### config.mk
export PLATFORM = sky130hd
export DESIGN_NAME = ipf_ctrl
export DESIGN_NICKNAME = d
export VERILOG_FILES = /design/src/pkg/ipf_pkg.sv /design/src/rtl/ipf_ctrl.sv /design/src/rtl/ipf_pick.sv
export VERILOG_INCLUDE_DIRS = /design/src /design/src/pkg
export SDC_FILE = /design/constraint.sdc
export NUM_CORES = 1
export LEC_CHECK = 0
export BUFFER_PORTS_ARGS = -buffer_cell sky130_fd_sc_hd__buf_2
export CAP_MARGIN = 40
export CORE_ASPECT_RATIO = 2
export CORE_MARGIN = 2
export CORE_UTILIZATION = 31
export CTS_CLUSTER_SIZE = 40
export DETAILED_ROUTE_END_ITERATION = 10
export PLACE_DENSITY = 0.61
export SKIP_CTS_REPAIR_TIMING = 1
export SLEW_MARGIN = 30
export SYNTH_ARGS = -nofsm -noshare
export SYNTH_HDL_FRONTEND = slang
export SYNTH_SLANG_ARGS = --single-unit
### constraint.sdc
create_clock -name core_clk -period 1.8 [get_ports core_clk]
set_input_delay 0.45 -clock core_clk [delete_from_list [all_inputs] [get_ports core_clk]]
set_output_delay 0.45 -clock core_clk [all_outputs]
set_load 0.05 [all_outputs]
### src/pkg/ipf_params.svh
// Register offsets, field positions, reset values and widths of the priority and flag block.
`ifndef IPF_PARAMS_SVH
`define IPF_PARAMS_SVH
`define IPF_OFF_PRIO_A 8'h00
`define IPF_OFF_PRIO_B 8'h04
`define IPF_OFF_FLAGS 8'h08
`define IPF_OFF_SENSE 8'h0c
`define IPF_OFF_STANDBY 8'h10
`define IPF_OFF_STATUS 8'h14
`define IPF_RST_BYTE 8'h00
`define IPF_PIN_COUNT 6
`define IPF_SRC_COUNT 20
`define IPF_FLAG_MASK 8'h3f
`define IPF_A_PIN0 7
`define IPF_A_PIN1 6
`define IPF_A_PIN23 5
`define IPF_A_PIN45 4
`define IPF_A_WDRF 3
`define IPF_A_TMR0 2
`define IPF_A_TMR1 1
`define IPF_A_TMR2 0
`define IPF_B_TMR3 7
`define IPF_B_TMR4 6
`define IPF_B_DMA 5
`define IPF_B_SER0 3
`define IPF_B_SER1 2
`define IPF_B_ADC 1
`define IPF_NMI_CODE 5'h1f
`define IPF_NONE_CODE 5'h1e
`endif

### src/pkg/ipf_pkg.sv
// Types shared by the priority and flag block.
package ipf_pkg;
  typedef enum logic [1:0] {
    IPF_RD_IDLE = 2'b00,
    IPF_RD_RESP = 2'b01
  } ipf_rd_state_t;
  typedef logic [4:0] ipf_src_t;
endpackage

### src/rtl/ipf_ctrl.sv
// Interrupt priority registers, external pin request flags and level arbitration.
`timescale 1ns/100ps
`include "ipf_params.svh"
// Function
// [RL1] Priority A bit 7 sets pin 0 level.
// [RL2] Priority A bit 6 sets pin 1 level.
// [RL3] Priority A bit 5 sets shared level of pins 2 and 3.
// [RL4] Priority A bit 4 sets shared level of pins 4 and 5.
// [RL5] Priority A bit 3 sets shared level of watchdog and refresh.
// [RL6] Priority A bits 2..0 set timer channels 0..2 levels.
// [RL7] Priority B bits 7 and 6 set timer channels 3 and 4.
// [RL8] Priority B bit 5 sets shared level of both DMA channels.
// [RL9] Priority B bits 3 and 2 set serial channels 0 and 1.
// [RL10] Priority B bit 1 sets converter level.
// [RL11] Priority B bits 4 and 0 store and read back without effect.
// [RL12] Cleared bit means level 0, set bit means level 1.
// [RL13] Reset and hardware standby force all three registers to zero.
// [RL14] Flag register bits 7 and 6 read zero and are not writable.
// [RL15] Flag bits 5..0 hold the request of the same pin.
// [RL16] Level sense sets flag while pin is low.
// [RL17] Edge sense sets flag on a high to low pin change.
// [RL18] Software clears a flag by reading it as one, then writing zero.
// [RL19] Level sense clears flag on handling while the pin is high.
// [RL20] Edge sense clears flag when its handling is carried out.
// [RL21] Writes only clear flags; pins alone set them.
// [RL22] Sense bit zero means low level, one means falling edge.
// [RL23] Same-level requests go by smaller vector number first.
// [RL24] Nonmaskable request always wins above both levels.
// [RL25] Any level 1 request goes ahead of every level 0 request.
module ipf_ctrl (
  input wire logic core_clk,
  input wire logic rstn,
  input wire logic hwStandby,
  input wire logic [`IPF_PIN_COUNT-1:0] externalRequestPinN,
  input wire logic nmiReq,
  input wire logic [13:0] internalReq,
  input wire logic [`IPF_PIN_COUNT-1:0] pinHandled,
  output logic reqValid,
  output ipf_pkg::ipf_src_t reqSource,
  output logic reqLevel,
  input wire logic [7:0] s_axi_awaddr,
  input wire logic s_axi_awvalid,
  output logic s_axi_awready,
  input wire logic [31:0] s_axi_wdata,
  input wire logic [3:0] s_axi_wstrb,
  input wire logic s_axi_wvalid,
  output logic s_axi_wready,
  output logic [1:0] s_axi_bresp,
  output logic s_axi_bvalid,
  input wire logic s_axi_bready,
  input wire logic [7:0] s_axi_araddr,
  input wire logic s_axi_arvalid,
  output logic s_axi_arready,
  output logic [31:0] s_axi_rdata,
  output logic [1:0] s_axi_rresp,
  output logic s_axi_rvalid,
  input wire logic s_axi_rready
);
  localparam int NSRC = `IPF_SRC_COUNT;
  logic [7:0] prioA_q;
  logic [7:0] prioB_q;
  logic [5:0] flags_q;
  logic [5:0] flags_d;
  logic [5:0] sense_q;
  logic [5:0] armed_q;
  logic [5:0] pinLast_q;
  logic [7:0] awAddr_q;
  logic awHave_q;
  logic [31:0] wData_q;
  logic [3:0] wStrb_q;
  logic wHave_q;
  ipf_pkg::ipf_rd_state_t rdState_q;
  logic [NSRC-1:0] srcReq;
  logic [NSRC-1:0] srcLevel;
  logic [NSRC-1:0] hiReq;
  logic [NSRC-1:0] loReq;
  logic hiFound;
  logic loFound;
  ipf_pkg::ipf_src_t hiIdx;
  ipf_pkg::ipf_src_t loIdx;
  logic doWrite;
  logic flagWrite;
  logic [5:0] fallEdge;
  logic [5:0] setCond;
  logic [5:0] clrHandle;
  logic [5:0] clrSoft;
  logic flagRead;

  function automatic logic [7:0] merge_byte(input logic [7:0] old, input logic [31:0] data,
                                            input logic [3:0] strb);
    merge_byte = strb[0] ? data[7:0] : old;
  endfunction

  function automatic logic hit(input logic [7:0] addr, input logic [7:0] off);
    hit = (addr[7:2] == off[7:2]);
  endfunction

  // Write channel: address and data are taken in either order, response follows both.
  assign s_axi_awready = !awHave_q && !s_axi_bvalid;
  assign s_axi_wready = !wHave_q && !s_axi_bvalid;
  assign doWrite = awHave_q && wHave_q && !s_axi_bvalid;
  assign s_axi_bresp = 2'b00;

  always_ff @(posedge core_clk or negedge rstn) begin
    if (!rstn) begin
      awHave_q <= 1'b0;
      awAddr_q <= 8'h00;
    end else if (s_axi_awvalid && s_axi_awready) begin
      awHave_q <= 1'b1;
      awAddr_q <= s_axi_awaddr;
    end else if (doWrite) begin
      awHave_q <= 1'b0;
    end
  end

  always_ff @(posedge core_clk or negedge rstn) begin
    if (!rstn) begin
      wHave_q <= 1'b0;
      wData_q <= 32'h0000_0000;
      wStrb_q <= 4'h0;
    end else if (s_axi_wvalid && s_axi_wready) begin
      wHave_q <= 1'b1;
      wData_q <= s_axi_wdata;
      wStrb_q <= s_axi_wstrb;
    end else if (doWrite) begin
      wHave_q <= 1'b0;
    end
  end

  always_ff @(posedge core_clk or negedge rstn) begin
    if (!rstn) begin
      s_axi_bvalid <= 1'b0;
    end else if (doWrite) begin
      s_axi_bvalid <= 1'b1;
    end else if (s_axi_bready) begin
      s_axi_bvalid <= 1'b0;
    end
  end

  // Priority registers; reserved bits of the second register are plain storage.
  always_ff @(posedge core_clk or negedge rstn) begin
    if (!rstn) begin
      prioA_q <= `IPF_RST_BYTE;
      prioB_q <= `IPF_RST_BYTE;
      sense_q <= 6'h00;
    end else if (hwStandby) begin
      prioA_q <= `IPF_RST_BYTE; // see [RL13]
      prioB_q <= `IPF_RST_BYTE;
      sense_q <= 6'h00;
    end else if (doWrite) begin
      if (hit(awAddr_q, `IPF_OFF_PRIO_A)) begin
        prioA_q <= merge_byte(prioA_q, wData_q, wStrb_q);
      end
      if (hit(awAddr_q, `IPF_OFF_PRIO_B)) begin
        prioB_q <= merge_byte(prioB_q, wData_q, wStrb_q); // see [RL11]
      end
      if (hit(awAddr_q, `IPF_OFF_SENSE) && wStrb_q[0]) begin
        sense_q <= wData_q[5:0];
      end
    end
  end

  // Read channel with one response register.
  assign s_axi_arready = (rdState_q == ipf_pkg::IPF_RD_IDLE);
  assign s_axi_rresp = 2'b00;
  assign s_axi_rvalid = (rdState_q == ipf_pkg::IPF_RD_RESP);
  assign flagRead = s_axi_arvalid && s_axi_arready && hit(s_axi_araddr, `IPF_OFF_FLAGS);

  always_ff @(posedge core_clk or negedge rstn) begin
    if (!rstn) begin
      rdState_q <= ipf_pkg::IPF_RD_IDLE;
      s_axi_rdata <= 32'h0000_0000;
    end else begin
      case (rdState_q)
        ipf_pkg::IPF_RD_IDLE: begin
          if (s_axi_arvalid) begin
            rdState_q <= ipf_pkg::IPF_RD_RESP;
            if (hit(s_axi_araddr, `IPF_OFF_PRIO_A)) begin
              s_axi_rdata <= {24'h000000, prioA_q};
            end else if (hit(s_axi_araddr, `IPF_OFF_PRIO_B)) begin
              s_axi_rdata <= {24'h000000, prioB_q};
            end else if (hit(s_axi_araddr, `IPF_OFF_FLAGS)) begin
              s_axi_rdata <= {26'h0000000, flags_q}; // see [RL14]
            end else if (hit(s_axi_araddr, `IPF_OFF_SENSE)) begin
              s_axi_rdata <= {26'h0000000, sense_q};
            end else if (hit(s_axi_araddr, `IPF_OFF_STATUS)) begin
              s_axi_rdata <= {24'h000000, reqValid, reqLevel, 1'b0, reqSource};
            end else begin
              s_axi_rdata <= 32'h0000_0000;
            end
          end
        end
        ipf_pkg::IPF_RD_RESP: begin
          if (s_axi_rready) begin
            rdState_q <= ipf_pkg::IPF_RD_IDLE;
          end
        end
        default: begin
          rdState_q <= ipf_pkg::IPF_RD_IDLE;
        end
      endcase
    end
  end

  // A flag may be cleared by software only after it was read as one.
  always_ff @(posedge core_clk or negedge rstn) begin
    if (!rstn) begin
      armed_q <= 6'h00;
    end else if (hwStandby) begin
      armed_q <= 6'h00;
    end else begin
      armed_q <= (flagRead ? flags_q : armed_q) & ~clrSoft; // see [RL18]
    end
  end

  always_ff @(posedge core_clk or negedge rstn) begin
    if (!rstn) begin
      pinLast_q <= 6'h3f;
    end else begin
      pinLast_q <= externalRequestPinN;
    end
  end

  assign flagWrite = doWrite && hit(awAddr_q, `IPF_OFF_FLAGS) && wStrb_q[0];
  assign fallEdge = pinLast_q & ~externalRequestPinN; // see [RL17]
  // Sense bit selects low level or falling edge per pin.
  assign setCond = (~sense_q & ~externalRequestPinN) | (sense_q & fallEdge); // see [RL22] [RL16]
  assign clrHandle = pinHandled & (sense_q | externalRequestPinN); // see [RL19] [RL20]
  assign clrSoft = flagWrite ? (armed_q & ~wData_q[5:0]) : 6'h00; // see [RL21]

  always_comb begin
    flags_d = (flags_q & ~clrHandle & ~clrSoft) | setCond; // see [RL15]
  end

  always_ff @(posedge core_clk or negedge rstn) begin
    if (!rstn) begin
      flags_q <= 6'h00;
    end else if (hwStandby) begin
      flags_q <= 6'h00; // see [RL13]
    end else begin
      flags_q <= flags_d;
    end
  end

  // Sources in vector order: pins 0..5, watchdog, refresh, then internal peripherals.
  assign srcReq = {internalReq[11:0], internalReq[13:12], flags_q};
  always_comb begin
    srcLevel = '0;
    srcLevel[0] = prioA_q[`IPF_A_PIN0]; // see [RL1] [RL12]
    srcLevel[1] = prioA_q[`IPF_A_PIN1]; // see [RL2]
    srcLevel[2] = prioA_q[`IPF_A_PIN23]; // see [RL3]
    srcLevel[3] = prioA_q[`IPF_A_PIN23];
    srcLevel[4] = prioA_q[`IPF_A_PIN45]; // see [RL4]
    srcLevel[5] = prioA_q[`IPF_A_PIN45];
    srcLevel[6] = prioA_q[`IPF_A_WDRF]; // see [RL5]
    srcLevel[7] = prioA_q[`IPF_A_WDRF];
    srcLevel[8] = prioA_q[`IPF_A_TMR0]; // see [RL6]
    srcLevel[9] = prioA_q[`IPF_A_TMR1];
    srcLevel[10] = prioA_q[`IPF_A_TMR2];
    srcLevel[11] = prioB_q[`IPF_B_TMR3]; // see [RL7]
    srcLevel[12] = prioB_q[`IPF_B_TMR4];
    srcLevel[13] = prioB_q[`IPF_B_DMA]; // see [RL8]
    srcLevel[14] = prioB_q[`IPF_B_DMA];
    srcLevel[15] = prioB_q[`IPF_B_SER0]; // see [RL9]
    srcLevel[16] = prioB_q[`IPF_B_SER1];
    srcLevel[17] = prioB_q[`IPF_B_ADC]; // see [RL10]
    srcLevel[18] = prioB_q[`IPF_B_ADC];
    srcLevel[19] = prioB_q[`IPF_B_ADC];
  end

  assign hiReq = srcReq & srcLevel;
  assign loReq = srcReq & ~srcLevel;

  ipf_pick #(.N(NSRC)) u_hi (.req(hiReq), .found(hiFound), .index(hiIdx)); // see [RL23]
  ipf_pick #(.N(NSRC)) u_lo (.req(loReq), .found(loFound), .index(loIdx));

  // Presented request is registered; nonmaskable beats level 1, level 1 beats level 0.
  always_ff @(posedge core_clk or negedge rstn) begin
    if (!rstn) begin
      reqValid <= 1'b0;
      reqSource <= `IPF_NONE_CODE;
      reqLevel <= 1'b0;
    end else if (nmiReq) begin
      reqValid <= 1'b1; // see [RL24]
      reqSource <= `IPF_NMI_CODE;
      reqLevel <= 1'b1;
    end else if (hiFound) begin
      reqValid <= 1'b1; // see [RL25]
      reqSource <= hiIdx;
      reqLevel <= 1'b1;
    end else begin
      reqValid <= loFound;
      reqSource <= loIdx;
      reqLevel <= 1'b0;
    end
  end

  nmi_wins_a: assert property (@(posedge core_clk) disable iff (!rstn)
    nmiReq |=> reqValid && reqSource == `IPF_NMI_CODE) else $error("nmi not first"); // see [RL24]
  level_one_first_a: assert property (@(posedge core_clk) disable iff (!rstn)
    !nmiReq && |(srcReq & srcLevel) |=> reqLevel) else $error("level 1 lost"); // see [RL25]
  standby_clears_a: assert property (@(posedge core_clk) disable iff (!rstn)
    hwStandby |=> prioA_q == 8'h00 && prioB_q == 8'h00 && flags_q == 6'h00)
    else $error("standby left state"); // see [RL13]
  low_level_sets_a: assert property (@(posedge core_clk) disable iff (!rstn)
    !hwStandby && !sense_q[0] && !externalRequestPinN[0] |=> flags_q[0])
    else $error("level flag missing"); // see [RL16]
  edge_sets_a: assert property (@(posedge core_clk) disable iff (!rstn)
    !hwStandby && sense_q[1] && $fell(externalRequestPinN[1]) |=> flags_q[1])
    else $error("edge flag missing"); // see [RL17]
  edge_handled_a: assert property (@(posedge core_clk) disable iff (!rstn)
    !hwStandby && sense_q[2] && pinHandled[2] && !setCond[2] |=> !flags_q[2])
    else $error("handled flag kept"); // see [RL20]
  no_blind_clear_a: assert property (@(posedge core_clk) disable iff (!rstn)
    flags_q[3] && !armed_q[3] && !pinHandled[3] && !hwStandby |=> flags_q[3])
    else $error("unread flag cleared"); // see [RL18]
  write_cannot_set_a: assert property (@(posedge core_clk) disable iff (!rstn)
    !flags_q[4] && !setCond[4] |=> !flags_q[4]) else $error("flag set by write"); // see [RL21]
  pin0_level_a: assert property (@(posedge core_clk) disable iff (!rstn)
    !nmiReq && flags_q[0] && prioA_q[7] |=> reqLevel) else $error("pin 0 level wrong"); // see [RL1]
  dma_shared_a: assert property (@(posedge core_clk) disable iff (!rstn)
    srcReq == 20'h02000 && !nmiReq |=> reqLevel == $past(prioB_q[5]) && reqSource == 5'h0d)
    else $error("dma level wrong"); // see [RL8]
  flag_top_zero_a: assert property (@(posedge core_clk) disable iff (!rstn) // see [RL14]
    flagRead |=> s_axi_rdata[7:6] == 2'b00) else $error("reserved flag bits set");
  prio_b_store_a: assert property (@(posedge core_clk) disable iff (!rstn) // see [RL11]
    !hwStandby && doWrite && hit(awAddr_q, `IPF_OFF_PRIO_B) && wStrb_q[0]
    |=> prioB_q == $past(wData_q[7:0])) else $error("prio b not stored");
  prio_a_store_a: assert property (@(posedge core_clk) disable iff (!rstn) // see [RL1]
    !hwStandby && doWrite && hit(awAddr_q, `IPF_OFF_PRIO_A) && wStrb_q[0]
    |=> prioA_q == $past(wData_q[7:0])) else $error("prio a not stored");
  level_handled_a: assert property (@(posedge core_clk) disable iff (!rstn) // see [RL19]
    !hwStandby && !sense_q[0] && pinHandled[0] && externalRequestPinN[0] |=> !flags_q[0])
    else $error("level flag kept");
  pin5_flag_a: assert property (@(posedge core_clk) disable iff (!rstn) // see [RL15]
    !hwStandby && sense_q[5] && $fell(externalRequestPinN[5]) |=> flags_q[5])
    else $error("pin 5 flag missing");
  lower_vector_a: assert property (@(posedge core_clk) disable iff (!rstn) // see [RL23]
    !nmiReq && srcReq == 20'h00003 && srcLevel[1:0] == 2'b00 |=> reqSource == 5'h00)
    else $error("vector order wrong");
  level_zero_a: assert property (@(posedge core_clk) disable iff (!rstn) // see [RL12]
    !nmiReq && !hiFound && loFound |=> reqValid && !reqLevel)
    else $error("level 0 request wrong");
  adc_level_a: assert property (@(posedge core_clk) disable iff (!rstn) // see [RL10]
    srcReq == 20'h20000 && !nmiReq |=> reqLevel == $past(prioB_q[1]) && reqSource == 5'h11)
    else $error("converter level wrong");
endmodule

### src/rtl/ipf_pick.sv
// Fixed-order pick of the lowest-numbered asserted source in a request vector.
`timescale 1ns/100ps
`include "ipf_params.svh"
module ipf_pick #(
  parameter int N = `IPF_SRC_COUNT
) (
  input wire logic [N-1:0] req,
  output logic found,
  output ipf_pkg::ipf_src_t index
);
  always_comb begin
    found = 1'b0;
    index = `IPF_NONE_CODE;
    for (int i = N - 1; i >= 0; i--) begin
      if (req[i]) begin
        found = 1'b1;
        index = ipf_pkg::ipf_src_t'(i);
      end
    end
  end
endmodule

**Word-level counts from Yosys, hierarchy flattened**

Cells that the tools add are included.

- Word-level logic and storage cells: 189
- Output and inout port bits: 48
- Flip-flop bits (word level): 101

- Equality and inequality tests: 10
- Bitwise operators: 19
- Reductions and logical operators: 30
- Multiplexer cells: 113

Operator list:

| cell | number |
|---|---|
| $mux 5 | 34 |
| $mux 8 | 12 |
| $mux 1 | 49 |
| $and 6x6->6 | 8 |
| $mux 6 | 7 |
| $and 20x20->20 | 2 |
| $mux 4 | 8 |
| $not 6->6 | 5 |
| $eq 6x2->1 const B | 4 |
| $not 20->20 | 1 |
| $or 6x6->6 | 3 |
| $reduce_bool 2->1 | 8 |
| $eq 6x1->1 const B | 2 |
| $logic_not 6->1 | 2 |
| $logic_and 1x1->1 | 11 |
| $eq 6x3->1 const B | 1 |
| $reduce_and 2->1 | 3 |
| $reduce_and 3->1 | 2 |
| $mux 2 | 2 |
| $pmux 2 s2 | 1 |
| $logic_not 1->1 | 3 |
| $eq 2x1->1 const B | 1 |
| $logic_not 2->1 | 1 |
| $ne 2x1->1 const B | 1 |
| $ne 2x2->1 const B | 1 |

**Logic depth before layout (Yosys ltp)**

- Depth in word-level cells: 24
- Gate-level depth with buffers: 7
- Gate-level depth less buffers: 6

**By module**

A second synthesis with hierarchy kept.

- Cells, all modules: 456
- Area total of the unflattened synthesis: 4334.2 um^2

Modules (own cells, without submodules):

| module | sequential area each (um^2) | instances | cells each | area an instance (um^2) |
|---|---|---|---|---|
| ipf_ctrl | 1864.3 | 1 | 376 | 3841.2 |
| ipf_pick | 0.0 | 2 | 40 | 246.5 |

**Least setup slack after synthesis**

OpenSTA, ideal clock, no wires.

- Kind: register -> register
- Start point: reg rdState_q[0]
- End point: reg armed_q[3]
- Path slack: -0.473 ns
- Period minus slack after synthesis: 2.273 ns
- Arrival: 2.153 ns
- Path buffers: 0
- Stages on the path, launching flop included: 6
- Cell sequence: dfrtp_1 -> inv_1 -> nand2_1 -> nor4b_4 -> mux2_1 -> and3b_1

- Cells in the longest elaborated chain, start to end: 6

Ends and longest elaborated chain:

| what | line | RTL |
|---|---|---|
| start: declaration | ipf_ctrl.sv:72 | `ipf_pkg::ipf_rd_state_t rdState_q;` |
| start signal: assignment | ipf_ctrl.sv:171 | `rdState_q <= ipf_pkg::IPF_RD_IDLE;` |
| start signal: assignment | ipf_ctrl.sv:177 | `rdState_q <= ipf_pkg::IPF_RD_RESP;` |
| start signal: assignment | ipf_ctrl.sv:195 | `rdState_q <= ipf_pkg::IPF_RD_IDLE;` |
| $logic_not 2->1 | ipf_ctrl.sv:164 | `assign s_axi_arready = (rdState_q == ipf_pkg::IPF_RD_IDLE);` |
| net s_axi_arready | ipf_ctrl.sv:53 | `output logic s_axi_arready,` |
| $logic_and 1x1->1 (2 in a row) | ipf_ctrl.sv:167 | `` assign flagRead = s_axi_arvalid && s_axi_arready && hit(s_axi_araddr, `IPF_OFF_FLAGS); `` |
| $mux 6 | ipf_ctrl.sv:212 | `armed_q <= (flagRead ? flags_q : armed_q) & ~clrSoft;` |
| $and 6x6->6 | ipf_ctrl.sv:212 |  |
| $mux 6 | ipf_ctrl.sv:209 | `end else if (hwStandby) begin` |
| end signal: assignment | ipf_ctrl.sv:212 |  |
| end: declaration | ipf_ctrl.sv:65 | `logic [5:0] armed_q;` |

The timed path passes the listed nets, and every way through them passes these cells.
A chain may end at the register's enable or synchronous reset.

**Final worst setup path**

- Start point: reg flags_q[1]
- End point: reg reqValid

- Cells in the longest elaborated chain, start to end: 5

Ends and longest elaborated chain:

| what | line | RTL |
|---|---|---|
| start: declaration | ipf_ctrl.sv:62 | `logic [5:0] flags_q;` |
| start signal: assignment | ipf_ctrl.sv:241 | `flags_q <= flags_d;` |
| $and 20x20->20 (on tied branches) | ipf_ctrl.sv:272, ipf_ctrl.sv:271 |  |
| $mux 1 (2 in a row) | ipf_pick.sv:15 | `if (req[i]) begin` |
| $mux 1 * | ipf_ctrl.sv:287 | `end else if (hiFound) begin` |
| $mux 1 * | ipf_ctrl.sv:283 | `end else if (nmiReq) begin` |
| end signal: assignment | ipf_ctrl.sv:292 | `reqValid <= loFound;` |
| end: declaration | ipf_ctrl.sv:38 | `output logic reqValid,` |

Mark *: on every way between the ends. The rest lies on a longest branch, timed or not.

==> qor.csv <==
stage,metric,value,unit
yosys,Post-synth ARST share,100,%
critical_path,Worst R2R Start,flags_q[1]$_DFF_PN0_,
power,switch share,33.3,%
critical_path,reg2reg end,reqValid$_DFF_PN0_,
detailed_routing,final WL,12500,um
yosys,Post-synth EDFFs,0,
global_route,gr usage total,17.9,%
floorplan,Die Area,14100,um^2
power,Comb pwr share,25.2,%
floorplan,Die Span X,85.1,um
yosys,top cell type's share of synthesized area,39.3,%
floorplan,Die Y,166,um
detailed_routing,routed length per instance,16.9,um
critical_path,Worst EP arrival,2.13,ns
yosys,"area leader, netlist",dfrtp_1,
power,total power,0.00542,W
timing,post-route setup slack,-0.116,ns
detailed_routing,remaining antenna violation count,0,
critical_path,WP data required,2.01,ns
yosys,"Seq/Total Area, Yosys",45.8,%
cts,"Clk Latency, worst-skew pair",0.34,ns
floorplan,Starting Density,31.5,%
yosys,ys flop type,dfrtp_1,
status,failing checks,"hold timing, setup timing",
global_route,pin count of the biggest net entering global routing,48,
floorplan,IO Pins,135,
critical_path,kind of critical path,flip-flop to flip-flop,
layout,fillers,1228,
timing,Tmin final,1.92,ns
global_route,global-route wire length before repair,19600,um
cts,H-tree levels,3,
critical_path,r2r worst-path depth,5,
timing,setup total negative slack,-0.149,ns
yosys,synth unique cells,59,
flow_run,max_cap viols,0,
yosys,post-synthesis cell area,4070,um^2
cts,root buffer cell,clkbuf_16,
place,HPWL after DPL,10200,um
timing,"Setup violations, final",6,
timing,hold_ws,-0.00939,ns
critical_path,Reg2Reg Setup Slack,-0.12,ns
layout,Nets,666,
timing,Slew Limit Fails,0,
global_route,antenna violations before repair,0,
detailed_routing,violation count after the first detailed-routing iteration,147,
critical_path,crit path max fanout,4,
layout,diode count,0,
detailed_routing,drt pass-1 iters,4,
power,Clk network pwr share,33.6,%
power,sw power,0.00181,W
global_route,global-route congestion overflow total,0,
yosys,average cell area after synthesis,9.65,um^2
timing,RSZ-0062 raised after global routing,yes,
layout,layout cells sized above 1,39.6,%
cts,CTS max path bufs,2,
min_path,hold crit path type,input pin to async pin,
cts,clk slew on worst S/H paths,0.06,ns
timing,Final Hold Viols,6,
critical_path,critical path startpoint category,flip-flop,
detailed_routing,via count,3651,
status,status,"complete, but fails checks",
place,number of port buffers,75,
yosys,YS warnings,0,
place,GP Congestion,0.848,
cts,CTS Buf Count,9,
layout,Area Growth Syn to Fin,36.5,%
timing,Tcrit/Tclk final,106,%
cts,CTS tree,yes,
global_route,number of global-route vias before repair,3892,
yosys,#FFs+latches synth,74,
yosys,top area cells in the synthesized netlist,"dfrtp_1 39%, dfstp_2 6.4%, buf_4 5.2%, mux2i_1 4.9%, mux2_2 4.4%",
floorplan,Placeable Area,12900,um^2
critical_path,Setup crit end kind,flip-flop,
yosys,Syn Inst Count,422,
timing,fmax,0.522,GHz
place,dpl cell area,5160,um^2
detailed_routing,DRC violations left,0,
cts,CTS Sinks,74,
power,power per standard cell area,974,nW/um^2
floorplan,Site Rows,59,
power,cell internal pwr,0.00361,W
place,Placement Setup Slack,-0.406,ns
timing,Worst Clk Skew,0.00926,ns
power,sequential power share,41.2,%
detailed_routing,post-DR vias/cell,4.96,
layout,design area,5560,um^2
power,leakage power,2.67,nW
power,Max VDD drop,852,uV
-- cells by family after synthesis --
group | after synthesis | synth area share, %
flip-flops | 74 | 45.8
buffers and inverters | 61 | 8.45
AND/OR/NAND/NOR | 144 | 18.4
AO/OA/AOI/OAI | 100 | 16.0
other | 1 | 0.0920
multiplexers | 42 | 11.3
-- layer usage --
layer / GRT usage, % / vias up / share of wire, %
li1: - / 1757 / -
met2: 34.2 / 117 / 57
met4: 11.1 / 0 / 5.2
met5: 0 / - / 0
met1: 16.9 / 1745 / 34
met3: 3.13 / 32 / 3.9
-- layout by cell type, fill, tap and decap left out, drive strengths merged, types with 7 or more instances in the layout --
| cell | Yosys | routed |
|---|---|---|
| nor2b | 10 | 10 |
| nor2 | 39 | 39 |
| and3b | 8 | 8 |
| buf | 32 | 160 |
| mux2 | 21 | 21 |
| a22oi | 9 | 9 |
| a21oi | 27 | 27 |
| dfrtp | 64 | 64 |
| nand2 | 48 | 48 |
| mux2i | 20 | 20 |
| nand2b | 7 | 7 |
| nand3b | 8 | 8 |
| o21ai | 21 | 21 |
| conb | 1 | 28 |
| a31oi | 8 | 8 |
| inv | 20 | 20 |
| clkbuf | 9 | 10 |
| dfstp | 10 | 10 |
-- worst max path at each step --
stage	start	endpoint	slack [ns]	cells after the start
global placement	s_axi_araddr[5]	armed_q[1]$_DFF_PN0_	-0.37	6
detailed placement	s_axi_araddr[5]	armed_q[2]$_DFF_PN0_	-0.41	6
floorplan	s_axi_araddr[5]	armed_q[3]$_DFF_PN0_	-0.35	5
finish	flags_q[1]$_DFF_PN0_	reqValid$_DFF_PN0_	-0.12	5
CTS	flags_q[1]$_DFF_PN0_	reqValid$_DFF_PN0_	-0.18	5
global route	prioB_q[5]$_DFFE_PN0P_	reqValid$_DFF_PN0_	-0.18	6
-- power groups by stage --
| stage | sequential, W | clock (W) | combinational, W |
|---|---|---|---|
| finish | 0.00223 | 0.00182 | 0.00136 |
| global route | 0.00227 | 0.00191 | 0.00147 |
| CTS | 0.00223 | 0.00186 | 0.00136 |
| detailed placement | 0.00227 | 0 | 0.00136 |
| global placement | 0.00225 | 0 | 0.00133 |
| floorplan | 0.00230 | 0 | 0.000803 |
-- sequential cells by signal, summed over array words and instances, names as in the netlist, 8 cells and up --
register / flops
wData_q: 8
prioA_q: 8
s_axi_rdata: 8
prioB_q: 8
-- critical path, cell delays in order, from the launching register on --
cell	delay (ns)
dfrtp_1	0.46
a22oi_2	0.31
nand4bb_1	0.25
nor3_2	0.27
nand2b_1	0.10
or3b_4	0.40
-- layout make-up --
type	count	area (um^2)	area share, %
clock buffers	10	239	4.30
clock inverters	6	65.1	1.17
inverters	20	78.8	1.42
multi-input cells	314	2060	37.1
flip-flops and latches	74	1870	33.6
well taps	152	190	3.42
repair buffers	160	1060	19.0
-- through the flow --
stage | cells | util, %
after detailed placement | 717 | 40.0
after global placement | 717 | 40.0
after CTS | 733 | 42.3
final | 736 | 43.0
after floorplan | 449 | -
after global routing | 736 | 43.0
-- synthesized netlist by cell type, types with 3 or more instances --
library cell and number:
nor3_1 3, nor2b_1 10, a221o_1 5, dfrtp_1 64, and3b_1 8, mux2_2 16, a22oi_1 9, nor2_1 39
a31oi_1 8, a211oi_1 3, o21bai_1 3, nand3_1 3, mux2i_1 20, clkbuf_1 9, nand2b_1 7, nor4_1 3
o21a_1 3, o21ai_0 21, dfstp_2 10, a21oi_1 27, inv_1 20, nand3b_1 8, nor3b_1 3, nand2_1 48
buf_4 28, mux2_1 5
Power figures use the tool's default switching activity.
